[src/dosdl_map.vh]
// constants for the read-path termination, strobe delay and delay-lock block
`ifndef DOSDL_MAP_VH
`define DOSDL_MAP_VH
`define DOSDL_TAP_W           8
`define DOSDL_TAP_MAX         8'hFF
`define DOSDL_DQ_BITS         8
`define DOSDL_QTR_W           10
// termination placement, in quarter clocks
`define DOSDL_ODT_LEAD_QTR    10'h003
`define DOSDL_ODT_TRAIL_QTR   10'h001
`define DOSDL_ODT_LAT_QTR     10'h001
// fixed dq compensation tap, sized for the fastest supported speed
`define DOSDL_DQ_FIXED_TAP    8'h10
`define DOSDL_CNT_W           16
`define DOSDL_SHIFT_CNT_W     8
// calibration sequencer states
`define DOSDL_CAL_IDLE        2'h0
`define DOSDL_CAL_SWEEP       2'h1
`define DOSDL_CAL_DONE        2'h2
`endif

[src/dosdl_read_timing.v]
// read-path termination timing chain, strobe delay calibration and master/slave delay lock
`timescale 1ns/1ps
`include "dosdl_map.vh"

module dosdl_read_timing (
   input  wire                                  clk,
   input  wire                                  reset_n,
   input  wire                                  rd_cmd,
   input  wire [`DOSDL_QTR_W-1:0]               preamble_center_qtr,
   input  wire [4:0]                            burst_len,
   output reg                                   odt_en_q,
   output reg  [1:0]                            odt_edge_sel_q,
   input  wire                                  cal_start,
   input  wire                                  cal_continuous,
   input  wire                                  cal_sample_valid,
   input  wire                                  cal_pass,
   input  wire                                  phase_shift_evt,
   input  wire [`DOSDL_SHIFT_CNT_W-1:0]         shift_limit,
   input  wire                                  refresh_window,
   input  wire                                  lock_mode_phase,
   input  wire                                  ring_osc_div,
   input  wire [`DOSDL_CNT_W-1:0]               ref_count,
   input  wire                                  pd_early,
   input  wire                                  pd_late,
   input  wire                                  dq_comp_fixed,
   input  wire [`DOSDL_DQ_BITS*4-1:0]           bit_trim,
   output wire                                  ring_osc_en,
   output reg                                   cal_busy_q,
   output reg  [`DOSDL_TAP_W-1:0]               master_tap_q,
   output reg  [`DOSDL_TAP_W-1:0]               dqs_tap_q,
   output reg  [`DOSDL_TAP_W-1:0]               dq_comp_tap_q,
   output reg  [`DOSDL_DQ_BITS*`DOSDL_TAP_W-1:0] slave_tap_q
);

////////////////////////////////////////////////////////////////////////////////
// helpers

function [`DOSDL_TAP_W-1:0] tap_step;
   input [`DOSDL_TAP_W-1:0] tap;
   input                    up;
   begin
      if (up) begin
         tap_step = (tap == `DOSDL_TAP_MAX) ? tap : tap + 8'h01;
      end else begin
         tap_step = (tap == 8'h00) ? tap : tap - 8'h01;
      end
   end
endfunction

function [`DOSDL_TAP_W-1:0] tap_add_trim;
   input [`DOSDL_TAP_W-1:0] tap;
   input [3:0]              trim;
   reg   [`DOSDL_TAP_W:0]   sum;
   begin
      sum = {1'b0, tap} + {5'h00, trim};
      tap_add_trim = sum[`DOSDL_TAP_W] ? `DOSDL_TAP_MAX : sum[`DOSDL_TAP_W-1:0];
   end
endfunction

////////////////////////////////////////////////////////////////////////////////
// termination timing chain, quarter clock units

// counts from the cycle the read leaves this domain
reg  [`DOSDL_QTR_W-1:0] chain_qtr_q;
reg                     chain_run_q;
reg  [`DOSDL_QTR_W-1:0] on_qtr_q;
reg  [`DOSDL_QTR_W-1:0] off_qtr_q;
wire [`DOSDL_QTR_W-1:0] lead_total = `DOSDL_ODT_LEAD_QTR + `DOSDL_ODT_LAT_QTR;
wire [`DOSDL_QTR_W-1:0] burst_qtr  = {{(`DOSDL_QTR_W-6){1'b0}}, burst_len, 1'b0};
wire [`DOSDL_QTR_W-1:0] on_calc;
wire [`DOSDL_QTR_W-1:0] off_calc;
wire [`DOSDL_QTR_W-1:0] chain_next = chain_qtr_q + 10'h004;

// both edges measured from preamble centre
// lead of 3/4 clock, trail of 1/4 clock beyond BL/2
// latency compensation pulls both edges earlier
assign on_calc  = (preamble_center_qtr > lead_total) ? preamble_center_qtr - lead_total : 10'h000;
assign off_calc = preamble_center_qtr + burst_qtr + `DOSDL_ODT_TRAIL_QTR - `DOSDL_ODT_LAT_QTR;

always @(posedge clk) begin
   if (!reset_n) begin
      chain_qtr_q    <= 10'h000;
      chain_run_q    <= 1'b0;
      on_qtr_q       <= 10'h000;
      off_qtr_q      <= 10'h000;
      odt_en_q       <= 1'b0;
      odt_edge_sel_q <= 2'h0;
   end else begin
      if (rd_cmd) begin
         chain_qtr_q <= 10'h000;
         chain_run_q <= 1'b1;
         on_qtr_q    <= on_calc;
         off_qtr_q   <= off_calc;
      end else if (chain_run_q) begin
         chain_qtr_q <= chain_next;
         // whole clock from counter, quarter from phase select
         if (on_qtr_q[`DOSDL_QTR_W-1:2] == chain_qtr_q[`DOSDL_QTR_W-1:2]) begin
            odt_en_q       <= 1'b1;
            odt_edge_sel_q <= on_qtr_q[1:0];
         end
         // held through preamble and postamble until off point
         if (off_qtr_q[`DOSDL_QTR_W-1:2] == chain_qtr_q[`DOSDL_QTR_W-1:2]) begin
            odt_en_q       <= 1'b0;
            odt_edge_sel_q <= off_qtr_q[1:0];
            chain_run_q    <= 1'b0;
         end
      end
   end
end

////////////////////////////////////////////////////////////////////////////////
// strobe eye calibration sweep

reg  [1:0]                    cal_state_q;
reg  [`DOSDL_TAP_W-1:0]       sweep_tap_q;
reg  [`DOSDL_TAP_W-1:0]       first_pass_q;
reg  [`DOSDL_TAP_W-1:0]       last_pass_q;
reg                           seen_pass_q;
reg  [`DOSDL_TAP_W-1:0]       cal_result_q;
reg                           cal_pend_q;
reg  [`DOSDL_SHIFT_CNT_W-1:0] shift_cnt_q;
wire                          shift_trig = (shift_cnt_q >= shift_limit) && (shift_limit != 8'h00);
wire [`DOSDL_TAP_W:0]         eye_sum = {1'b0, first_pass_q} + {1'b0, last_pass_q};

always @(posedge clk) begin
   if (!reset_n) begin
      cal_state_q  <= `DOSDL_CAL_IDLE;
      sweep_tap_q  <= 8'h00;
      first_pass_q <= 8'h00;
      last_pass_q  <= 8'h00;
      seen_pass_q  <= 1'b0;
      cal_result_q <= 8'h00;
      cal_pend_q   <= 1'b0;
      cal_busy_q   <= 1'b0;
      shift_cnt_q  <= 8'h00;
   end else begin
      // accumulate phase shifts, a new shift beats the clear
      if (phase_shift_evt) begin
         shift_cnt_q <= (cal_state_q == `DOSDL_CAL_IDLE && shift_trig) ? 8'h01 : shift_cnt_q + 8'h01;
      end else if (cal_state_q == `DOSDL_CAL_IDLE && shift_trig) begin
         shift_cnt_q <= 8'h00;
      end
      if (refresh_window) begin
         cal_pend_q <= 1'b0;
      end
      case (cal_state_q)
         `DOSDL_CAL_IDLE: begin
            // one-shot start, or rerun on phase drift when continuous
            if (cal_start || (cal_continuous && shift_trig)) begin
               cal_state_q <= `DOSDL_CAL_SWEEP;
               sweep_tap_q <= 8'h00;
               seen_pass_q <= 1'b0;
               cal_busy_q  <= 1'b1;
            end
         end
         `DOSDL_CAL_SWEEP: begin
            if (cal_sample_valid) begin
               if (cal_pass) begin
                  if (!seen_pass_q) begin
                     first_pass_q <= sweep_tap_q;
                  end
                  last_pass_q <= sweep_tap_q;
                  seen_pass_q <= 1'b1;
               end
               if (sweep_tap_q == `DOSDL_TAP_MAX) begin
                  cal_state_q <= `DOSDL_CAL_DONE;
               end else begin
                  sweep_tap_q <= sweep_tap_q + 8'h01;
               end
            end
         end
         `DOSDL_CAL_DONE: begin
            // centre of the passing window is the quarter-period point
            if (seen_pass_q) begin
               cal_result_q <= eye_sum[`DOSDL_TAP_W:1];
               cal_pend_q   <= 1'b1;
            end
            cal_busy_q  <= 1'b0;
            cal_state_q <= `DOSDL_CAL_IDLE;
         end
         default: begin
            cal_state_q <= `DOSDL_CAL_IDLE;
            cal_busy_q  <= 1'b0;
         end
      endcase
   end
end

////////////////////////////////////////////////////////////////////////////////
// ring oscillator measurement

// oscillator free-runs near 2x dram clock while ring mode is locking
assign ring_osc_en = !lock_mode_phase;

// two-stage resynchroniser for the divided oscillator
reg                    ring_s1_q;
reg                    ring_s2_q;
reg                    ring_s3_q;
reg [`DOSDL_CNT_W-1:0] high_cnt_q;
reg                    ring_inc_q;
reg                    ring_dec_q;

always @(posedge clk) begin
   if (!reset_n) begin
      ring_s1_q  <= 1'b0;
      ring_s2_q  <= 1'b0;
      ring_s3_q  <= 1'b0;
      high_cnt_q <= 16'h0000;
      ring_inc_q <= 1'b0;
      ring_dec_q <= 1'b0;
   end else begin
      ring_s1_q  <= ring_osc_div;
      ring_s2_q  <= ring_s1_q;
      ring_s3_q  <= ring_s2_q;
      ring_inc_q <= 1'b0;
      ring_dec_q <= 1'b0;
      if (ring_s2_q && !ring_s3_q) begin
         // fresh count at each window start
         high_cnt_q <= 16'h0001;
      end else if (ring_s2_q) begin
         // base clocks spent in the high phase
         high_cnt_q <= (high_cnt_q == 16'hFFFF) ? high_cnt_q : high_cnt_q + 16'h0001;
      end else if (!ring_s2_q && ring_s3_q && ring_osc_en) begin
         ring_inc_q <= (high_cnt_q > ref_count);
         ring_dec_q <= (high_cnt_q < ref_count);
      end
   end
end

////////////////////////////////////////////////////////////////////////////////
// master lock and distribution

reg [`DOSDL_TAP_W-1:0] master_pend_q;

always @(posedge clk) begin
   if (!reset_n) begin
      master_pend_q <= 8'h00;
   end else if (lock_mode_phase) begin
      // capture-fifo phase detector steps the target
      // detector balances at the quarter-period master delay
      if (pd_late && !pd_early) begin
         master_pend_q <= tap_step(master_pend_q, 1'b1);
      end else if (pd_early && !pd_late) begin
         master_pend_q <= tap_step(master_pend_q, 1'b0);
      end
   end else if (ring_inc_q) begin
      master_pend_q <= tap_step(master_pend_q, 1'b1);
   end else if (ring_dec_q) begin
      master_pend_q <= tap_step(master_pend_q, 1'b0);
   end
end

integer i;

always @(posedge clk) begin
   if (!reset_n) begin
      master_tap_q  <= 8'h00;
      dqs_tap_q     <= 8'h00;
      dq_comp_tap_q <= `DOSDL_DQ_FIXED_TAP;
      slave_tap_q   <= {(`DOSDL_DQ_BITS*`DOSDL_TAP_W){1'b0}};
   end else if (refresh_window) begin
      // delay lines only change while the bus is idle
      master_tap_q <= master_pend_q;
      if (cal_pend_q) begin
         dqs_tap_q <= cal_result_q;
      end
      // dq path compensation against strobe insertion
      // fixed value sized for top speed when dq_comp_fixed, else follows the calibrated strobe tap
      dq_comp_tap_q <= dq_comp_fixed ? `DOSDL_DQ_FIXED_TAP : (cal_pend_q ? cal_result_q : dqs_tap_q);
      // per-bit slaves from the master plus bit trim
      for (i = 0; i < `DOSDL_DQ_BITS; i = i + 1) begin
         slave_tap_q[i*`DOSDL_TAP_W +: `DOSDL_TAP_W] <= tap_add_trim(master_pend_q, bit_trim[i*4 +: 4]);
      end
   end
end

endmodule

[config.mk]
export PLATFORM = sky130hd
export DESIGN_NAME = dosdl_read_timing
export DESIGN_NICKNAME = d
export VERILOG_FILES = /design/src/dosdl_read_timing.v
export VERILOG_INCLUDE_DIRS = /design/src
export SDC_FILE = /design/constraint.sdc
export NUM_CORES = 1
export LEC_CHECK = 0
export BUFFER_PORTS_ARGS = -buffer_cell sky130_fd_sc_hd__buf_2
export CORE_ASPECT_RATIO = 0.7
export CORE_MARGIN = 4
export CORE_UTILIZATION = 45
export CTS_BUF_LIST = sky130_fd_sc_hd__clkbuf_8
export CTS_CLUSTER_SIZE = 16
export DETAILED_ROUTE_END_ITERATION = 8
export PLACE_DENSITY = 0.66
export SLEW_MARGIN = 20
export SYNTH_ARGS = -nofsm -noshare
export SYNTH_HDL_FRONTEND = slang
export SYNTH_SLANG_ARGS = --single-unit
export TNS_END_PERCENT = 1
[constraint.sdc]
create_clock -name clk -period 6.9 [get_ports clk]
set_input_delay 1.38 -clock clk [delete_from_list [all_inputs] [get_ports clk]]
set_output_delay 1.38 -clock clk [all_outputs]
set_load 0.02 [all_outputs]
==> flow_summary.toml, run 1 <==
[outcome]
status = "completed"

[setup_path]
crit_type = "primary input to register"
rr_startpoint = "master_pend_q[7]$_SDFFE_PN0P_"
crit_chain = "buf_2 -> clkinv_1 -> nor3_1 -> a211oi_1"
cp_data_arrival_time_ns = 3.82
cp_slowest_cell = "nor3_1"
required_ns = 7.20
cp-startpoint = "refresh_window"
crit_path_end = "slave_tap_q[22]$_SDFFE_PN0P_"
critical-path-top-delay-family = "buffers and inverters"
crit_fanout = 42
cp-end-kind = "register"
r2r-end = "master_pend_q[2]$_SDFFE_PN0P_"
cp.depth = 4
slowest_delay_ns = 0.92
reg2reg_slack_ns = 4.07
start_kind = "primary input"
path_buf_inv = 2
reg2reg_depth = 5

[clocking]
clkTransAtPathRegs_ns = 0.09
post-cts-setup-buffer-count = 0
cts_buffers = 17
clock_latency_ns = 0.46
cts_resized = 0
hold_buffers = 0
h-tree-depth = 4
clockRootBuffer = "clkbuf_8"
cts_tree = "built"
cts_sinks = 194
clk_path_buf_depth = 2

[synthesis]
synth_edf_count = 0
ys_ff_latch = 194
ys_warn_count = 0
syn-num-nets = 1474
synth.area.top_cells = "dfxtp_1 (36%), ha_1 (9.0%), a21oi_1 (6.7%)"
yosysTopAreaCell = "dfxtp_1"
synth.distinct_cells = 66
synth.cell_area_sq_um = 10800
synth.avg_cell_area_sq_um = 8.26
synth_top_area_share_pct = 36.1
yosysSeqAreaShare_pct = 36.1
ys_async_sr_fraction_pct = 0
ys.flop_type = "dfxtp_1"
synthCells = 1302

[die]
die_w_microns = 193
die_y_microns = 137
start_util_pct = 45.6
io_pins = 178
dieArea_sq_um = 26500
core_area_sq_um = 23600
num_rows = 47

[power_and_ir_drop]
switching_share_pct = 36.6
pwr-share-seq_pct = 40.5
ir_worst_vdd_v = 0.000153
power_density_nw_per_um2 = 267
power.share.clock_pct = 24.9
power.switching_uw = 1200
p_leak_uw = 0.00519
p_int_uw = 2080
combPwrFrac_pct = 34.6

[global_routing]
grtUsageTotal_pct = 22.0
grt_pass1_vias = 9061
antenna_found_initial = 0
overflow = 0
grt_max_degree = 83
grt_pass1_wl_microns = 47100

[finish]
diodes = 0
final_common_cell = "dfxtp_1"
drive_gt1_share_pct = 15.8
final_cell_mix = "dfxtp_1 (194), buf_2 (176), a21oi_1 (145)"
syn2layout_area_growth_pct = 14.4
regArea_sq_um = 3880
finish.utilization_pct = 52.2
multi_input_area_sq_um = 6350
nFillCells = 2231
final_nets = 1615

[sta]
max_freq_mhz = 284
clock_skew_ns = 0.0165
report.final.slew_viol_count = 0
fin_crit_sh_pct = 51.1
relSlewSlack_pct = 27.7
hold_viol_final = 0
rsz0062_at_grt = "no"
fin_crit_ns = 3.53
fin_setup_tns_ns = 0
finalSetupViolCount = 0
tightest_slew_ns = 1.08

[drt]
drc = 0
firstDrtPassIters = 7
vias_per_cell = 5.51
num_vias = 9765
drt_iter0_drc = 843
wl_per_cell_microns = 16.5
routed_wirelength_microns = 29300
antenna_left = 0

[placed_design]
dp_hpwl_microns = 21000
portBuffers = 177
gp_congestion = 0.854

[job]
maxCapViolCount = 0

[min_path]
hold_class = "register to register"
-- layer usage --
layer,wire [microns],vias to the layer above,global-route usage (%)
met5,0,-,0
met4,207,0,4.08
met3,1670,14,3.42
met2,12300,279,32.2
met1,15100,4586,34.1
li1,-,4886,-
-- layout make-up --
class	instances	area share, %
Multi-Input combinational cell	970	51.6
Sequential cell	194	31.6
Timing Repair Buffer	184	7.65
Tap cell	318	3.23
Inverter	76	2.32
Clock buffer	19	2.13
Clock inverter	12	1.45
-- cells in the mapped netlist (8+ instances only) --
library cell / number
nand3_1: 50
o21ai_0: 112
inv_1: 74
nor2b_1: 14
mux2i_1: 25
nor3_1: 19
and3_1: 15
o21a_1: 9
nor4_1: 10
clkbuf_1: 58
dfxtp_1: 194
a211oi_1: 24
nor2_1: 89
ha_1: 77
o211ai_1: 12
o21bai_1: 11
or3_1: 8
nand2b_1: 17
a21oi_1: 145
nand4_1: 20
fa_1: 10
a31oi_1: 8
nand2_1: 114
xnor2_1: 45
xor2_1: 49
-- flip-flops by register name, indices dropped and copies added, names as in the netlist, 2 cells and up --
register and flops:
slave_tap_q 64, high_cnt_q 16, off_qtr_q 10, on_qtr_q 10
cal_result_q 8, chain_qtr_q 8, dq_comp_tap_q 8, dqs_tap_q 8
first_pass_q 8, last_pass_q 8, master_pend_q 8, master_tap_q 8
shift_cnt_q 8, sweep_tap_q 8, cal_state_q 2, odt_edge_sel_q 2
-- logic make-up (layout without fill, tap and decap cells) --
family                     count (synthesis)  in the layout  synth area share [%]
and+or+nand+nor                          390            390                  17.7
AOI/OAI and AO/OA                        372            372                  20.3
DFF                                      194            194                  36.1
buffers and inverters                    138            291                  4.90
xor gates and xnor gates                  94             94                  7.66
adders and majority gates                 87             87                  10.8
muxes                                     27             27                  2.54
-- worst register-to-register path: cells and delay by family (launching register included) --
| family | cells | cell delay [ns] |
|---|---|---|
| and+or+nand+nor | 3 | 1.36 |
| AOI/OAI and AO/OA | 2 | 0.41 |
| DFF | 1 | 0.99 |
-- power by group through the flow --
stage          clock, uW  combinational [uW]  sequential, uW
2_1_floorplan          0                 748            1400
3_3_place_gp           0                1110            1350
3_5_place_dp           0                1120            1350
4_1_cts              838                1130            1330
5_1_grt              882                1270            1350
6_report             819                1140            1330
-- worst min path at each step --
| stage | startpoint | end | cells after the start |
|---|---|---|---|
| after floorplan | ring_s1_q$_SDFF_PN0_ | ring_s2_q$_SDFF_PN0_ | 1 |
| after global placement | ring_s1_q$_SDFF_PN0_ | ring_s2_q$_SDFF_PN0_ | 1 |
| after detailed placement | ring_s1_q$_SDFF_PN0_ | ring_s2_q$_SDFF_PN0_ | 1 |
| after CTS | ring_s1_q$_SDFF_PN0_ | ring_s2_q$_SDFF_PN0_ | 1 |
| after global routing | ring_s1_q$_SDFF_PN0_ | ring_s2_q$_SDFF_PN0_ | 1 |
| final | ring_s1_q$_SDFF_PN0_ | ring_s2_q$_SDFF_PN0_ | 1 |
-- per-stage QoR --
stage | cell area [sq um] | setup WS (ns) | instances | hold slack, ns | total power (uW)
after floorplan | 10800 | 3.99 | 1302 | 0.412 | 2150
after global placement | 11900 | 2.93 | 1742 | 0.418 | 2460
after detailed placement | 11900 | 2.92 | 1742 | 0.426 | 2480
after CTS | 12300 | 3.44 | 1773 | 0.443 | 3300
after global routing | 12300 | 3.15 | 1773 | 0.457 | 3500
final | 12300 | 3.37 | 1773 | 0.438 | 3290
No activity file was read; power rests on OpenSTA's default activity.
==> run 2, diff against run 1 <==
- clock period: 6.9 -> 3.4 ns (I/O delays scaled with it)
==> flow_summary.toml, run 2 (synthesis results as in run 1) <==
[setup_path]
cp-end-kind = "register"
slowest_delay_ns = 0.95
crit_chain = "ha_1 -> inv_1 -> fa_1 -> nor2b_1 -> o21ai_0 -> nand2b_1 -> a21oi_1 -> a21oi_1"
start_kind = "register"
cp_data_arrival_time_ns = 2.97
worst_path_most_repeated_cell = "a21oi_1"
crit_type = "register to register"
crit_fanout = 17
cp_slowest_cell = "dfxtp_1"
required_ns = 3.79

[power_and_ir_drop]
p_leak_uw = 0.00520
ir_worst_vdd_v = 0.000307
power_density_nw_per_um2 = 527

[clocking]
clkTransAtPathRegs_ns = 0.09
clk_path_buf_depth = 2
h-tree-depth = 4
clockRootBuffer = "clkbuf_8"
hold_buffers = 0
cts_buffers = 17
cts_resized = 0
cts_tree = "built"
cts_sinks = 194
clock_latency_ns = 0.47
post-cts-setup-buffer-count = 0

[drt]
wl_per_cell_microns = 16.5
drc = 0
drt_iter0_drc = 726
num_vias = 9768
routed_wirelength_microns = 29400
antenna_left = 0
vias_per_cell = 5.48
firstDrtPassIters = 5

[finish]
largest_register_ffs = 64
nFillCells = 2252
top_regs = "slave_tap_q: 64 flops, high_cnt_q: 16 flops"
syn2layout_area_growth_pct = 14.3
diodes = 0
multi_input_area_sq_um = 6340
final_cell_mix = "dfxtp_1 (194), buf_2 (176), a21oi_1 (145)"
drive_gt1_share_pct = 16.1
regArea_sq_um = 3880
final_nets = 1622
regMostFlops = "slave_tap_q"
final_common_cell = "dfxtp_1"

[sta]
hold_viol_final = 0
relSlewSlack_pct = 27.9
fin_setup_tns_ns = 0
max_freq_mhz = 387
fin_crit_sh_pct = 76.0
fin_crit_ns = 2.58
timing.final.ws_setup_ns = 0.817
report.final.slew_viol_count = 0
clock_skew_ns = 0.0204
tightest_slew_ns = 1.08
finalSetupViolCount = 0
rsz0062_at_grt = "no"

[die]
die_w_microns = 193
die_y_microns = 137
core_area_sq_um = 23600
start_util_pct = 45.6
io_pins = 178
num_rows = 47
dieArea_sq_um = 26500

[global_routing]
grt_max_degree = 85
grt_pass1_vias = 9082
grt_pass1_wl_microns = 47300
antenna_found_initial = 0
grtUsageTotal_pct = 22.1
overflow = 0

[placed_design]
pre_cts_ws_ns = 0.860
dp_hpwl_microns = 21400
gp_congestion = 0.857
portBuffers = 177

[job]
maxCapViolCount = 0

[min_path]
hold_class = "register to register"

[outcome]
status = "completed"
## run 2: area by class of cell
cell class / count / share of cell area, %
clock buffers: 19 / 2.13
well taps: 318 / 3.24
inverters: 76 / 2.32
multi-input cells: 970 / 51.6
clock inverters: 13 / 0.896
repair buffers: 191 / 8.19
flip-flops and latches: 194 / 31.6
## run 2: path summary, 6_finish.rpt
path	start	endpoint	slack (ns)	cells after the start
worst max-delay path	master_pend_q[0]$_SDFFE_PN0P_	slave_tap_q[1]$_SDFFE_PN0P_	0.82	8
worst max register to register	master_pend_q[0]$_SDFFE_PN0P_	slave_tap_q[1]$_SDFFE_PN0P_	0.82	8
worst min register to register	ring_s1_q$_SDFF_PN0_	ring_s2_q$_SDFF_PN0_	0.44	1
worst min-delay path	ring_s1_q$_SDFF_PN0_	ring_s2_q$_SDFF_PN0_	0.44	1
## run 2: worst max-delay path: cells and delay by family, from the launching register on
kind | cells | cell delay, ns
AOI/OAI and AO/OA | 3 | 0.47
adders and majority gates | 2 | 0.71
buffers and inverters | 1 | 0.06
DFF | 1 | 0.95
and+or+nand+nor | 2 | 0.32
## run 2: report_power, final
part	switching, uW	leakage (uW)	total [uW]	internal [uW]
logic	1350	0.00342	2270	913
clock network	843	0.000197	1460	619
registers	276	0.00159	2750	2480
## run 2: layer usage
metal	share of wire, %	wire length (microns)	global-route usage (%)
met3	5.4	1600	4.41
met4	1.2	349	5.54
met5	0	0	0
met2	41	12100	31.5
met1	52	15300	33.7
## run 2: per-stage QoR
| stage | std cells | utilization, % | cell area [sq um] | hold WS [ns] | total power, uW |
|---|---|---|---|---|---|
| after global placement | 1749 | 50.5 | 11900 | 0.421 | 5000 |
| after CTS | 1781 | 52.1 | 12300 | 0.432 | 6510 |
| after global routing | 1781 | 52.1 | 12300 | 0.447 | 6900 |
| final | 1781 | 52.1 | 12300 | 0.438 | 6480 |
| after detailed placement | 1749 | 50.5 | 11900 | 0.424 | 5040 |
| after floorplan | 1302 | - | 10800 | 0.412 | 4360 |
==> run 3, diff against run 2 <==
- PLACE_DENSITY: 0.66 -> 0.69
- clock period: 3.4 -> 2.28 ns (I/O delays scaled with it)
==> flow_summary.toml, run 3 (synthesis results as in run 1) <==
[outcome]
status = "completed"

[sta]
fin_crit_sh_pct = 91.3
report.final.slew_viol_count = 0
clock_skew_ns = 0.0197
fin_crit_ns = 2.08
max_freq_mhz = 481
finalSetupViolCount = 0
tightest_slew_ns = 0.726
hold_viol_final = 0
relSlewSlack_pct = 51.4

[global_routing]
grt_max_degree = 85
overflow = 0
grtUsageTotal_pct = 21.8
antenna_found_initial = 0
grt_pass1_wl_microns = 46800
grt_pass1_vias = 9058

[clocking]
clockRootBuffer = "clkbuf_8"
clkTransAtPathRegs_ns = 0.11
clk_path_buf_depth = 2
cts_tree = "built"
cts_buffers = 17
h-tree-depth = 4
clock_latency_ns = 0.47
cts_sinks = 194
hold_buffers = 0

[setup_path]
cp_slowest_cell = "dfxtp_1"
start_kind = "register"
path_buf_inv = 1
cp-end-kind = "register"
crit_type = "register to register"
slowest_delay_ns = 0.41
cp_data_arrival_time_ns = 2.47
crit_chain = "inv_1 -> ha_1 -> nand2b_1 -> a2111oi_2 -> o31a_1 -> o31ai_4 -> a311oi_1"
crit_fanout = 7
required_ns = 2.67
critical-path-top-delay-family = "compound AO/OA/AOI/OAI gates"

[placed_design]
gp_congestion = 0.853
dp_cells = 1776
portBuffers = 177
dp_hpwl_microns = 21400

[die]
num_rows = 47
start_util_pct = 45.6
io_pins = 178
core_area_sq_um = 23600
die_w_microns = 193
die_y_microns = 137
dieArea_sq_um = 26500

[finish]
final_nets = 1649
final_common_cell = "dfxtp_1"
nFillCells = 2210
drive_gt1_share_pct = 17.9
top_regs = "slave_tap_q: 64 flops, high_cnt_q: 16 flops"
syn2layout_area_growth_pct = 16.9
diodes = 0
final_cell_mix = "dfxtp_1 (193), buf_2 (176), a21oi_1 (145)"
largest_register_ffs = 64
regMostFlops = "slave_tap_q"
stdcell_count = 1808

[drt]
num_vias = 9815
vias_per_cell = 5.43
drt_iter0_drc = 681
routed_wirelength_microns = 29200
firstDrtPassIters = 5
drc = 0
wl_per_cell_microns = 16.1
antenna_left = 0

[min_path]
hold_class = "primary input to register"

[job]
maxCapViolCount = 0

[power_and_ir_drop]
p_total_uw = 9940
p_leak_uw = 0.00536
power_density_nw_per_um2 = 791
ir_worst_vdd_v = 0.000457
==> run 3: what timing repair did <==
item,in CTS,in global routing
hold endpoints to repair,0,0
gates resized for setup,0,5
buffers inserted,0,0
setup endpoints to repair,0,25
==> run 3: per-stage QoR <==
step / setup WS, ns / utilization, % / instance area [sq um] / hold WS (ns) / setup TNS, ns
final: 0.199 / 53.3 / 12600 / 0.241 / 0
after global routing: -0.000698 / 53.3 / 12600 / 0.201 / -0.000698
after detailed placement: -0.0232 / 51.5 / 12100 / 0.422 / -0.0295
after global placement: 0.0388 / 51.5 / 12100 / 0.415 / 0
after floorplan: 0.0276 / - / 10800 / 0.412 / 0
after CTS: 0.0371 / 53.2 / 12600 / 0.210 / 0
==> run 3: metal layers <==
metal	GRT usage, %	share of wire (%)	routed length [microns]
met1	33.4	50	14700
met4	4.24	0.90	263
met5	0	0	0
met2	31.3	42	12200
met3	4.79	6.7	1970
==> run 3: report_power, final <==
group          leakage [uW]  internal [uW]  switching (uW)
combinational       0.00357           1480            2260
sequential          0.00159           3700             200
clock              0.000204            967            1330
total               0.00536           6150            3800
==> run 3: final cells by class <==
| cell class | instances | area, sq um | area share (%) |
|---|---|---|---|
| Tap cell | 318 | 398 | 3.17 |
| Clock inverter | 13 | 146 | 1.16 |
| Timing Repair Buffer | 218 | 1230 | 9.81 |
| Clock buffer | 19 | 262 | 2.08 |
| Sequential cell | 194 | 3880 | 30.9 |
| Multi-Input combinational cell | 970 | 6360 | 50.6 |
| Inverter | 76 | 285 | 2.27 |
==> run 3: path summary, 6_finish.rpt <==
path | from | slack [ns] | to | depth (start not counted)
worst max-delay path | shift_cnt_q[0]$_SDFFE_PN0P_ | 0.20 | sweep_tap_q[4]$_SDFFE_PN0P_ | 7
worst min register to register | ring_s1_q$_SDFF_PN0_ | 0.44 | ring_s2_q$_SDFF_PN0_ | 1
worst min-delay path | ring_osc_div | 0.24 | ring_s1_q$_SDFF_PN0_ | 2
worst max register to register | shift_cnt_q[0]$_SDFFE_PN0P_ | 0.20 | sweep_tap_q[4]$_SDFFE_PN0P_ | 7
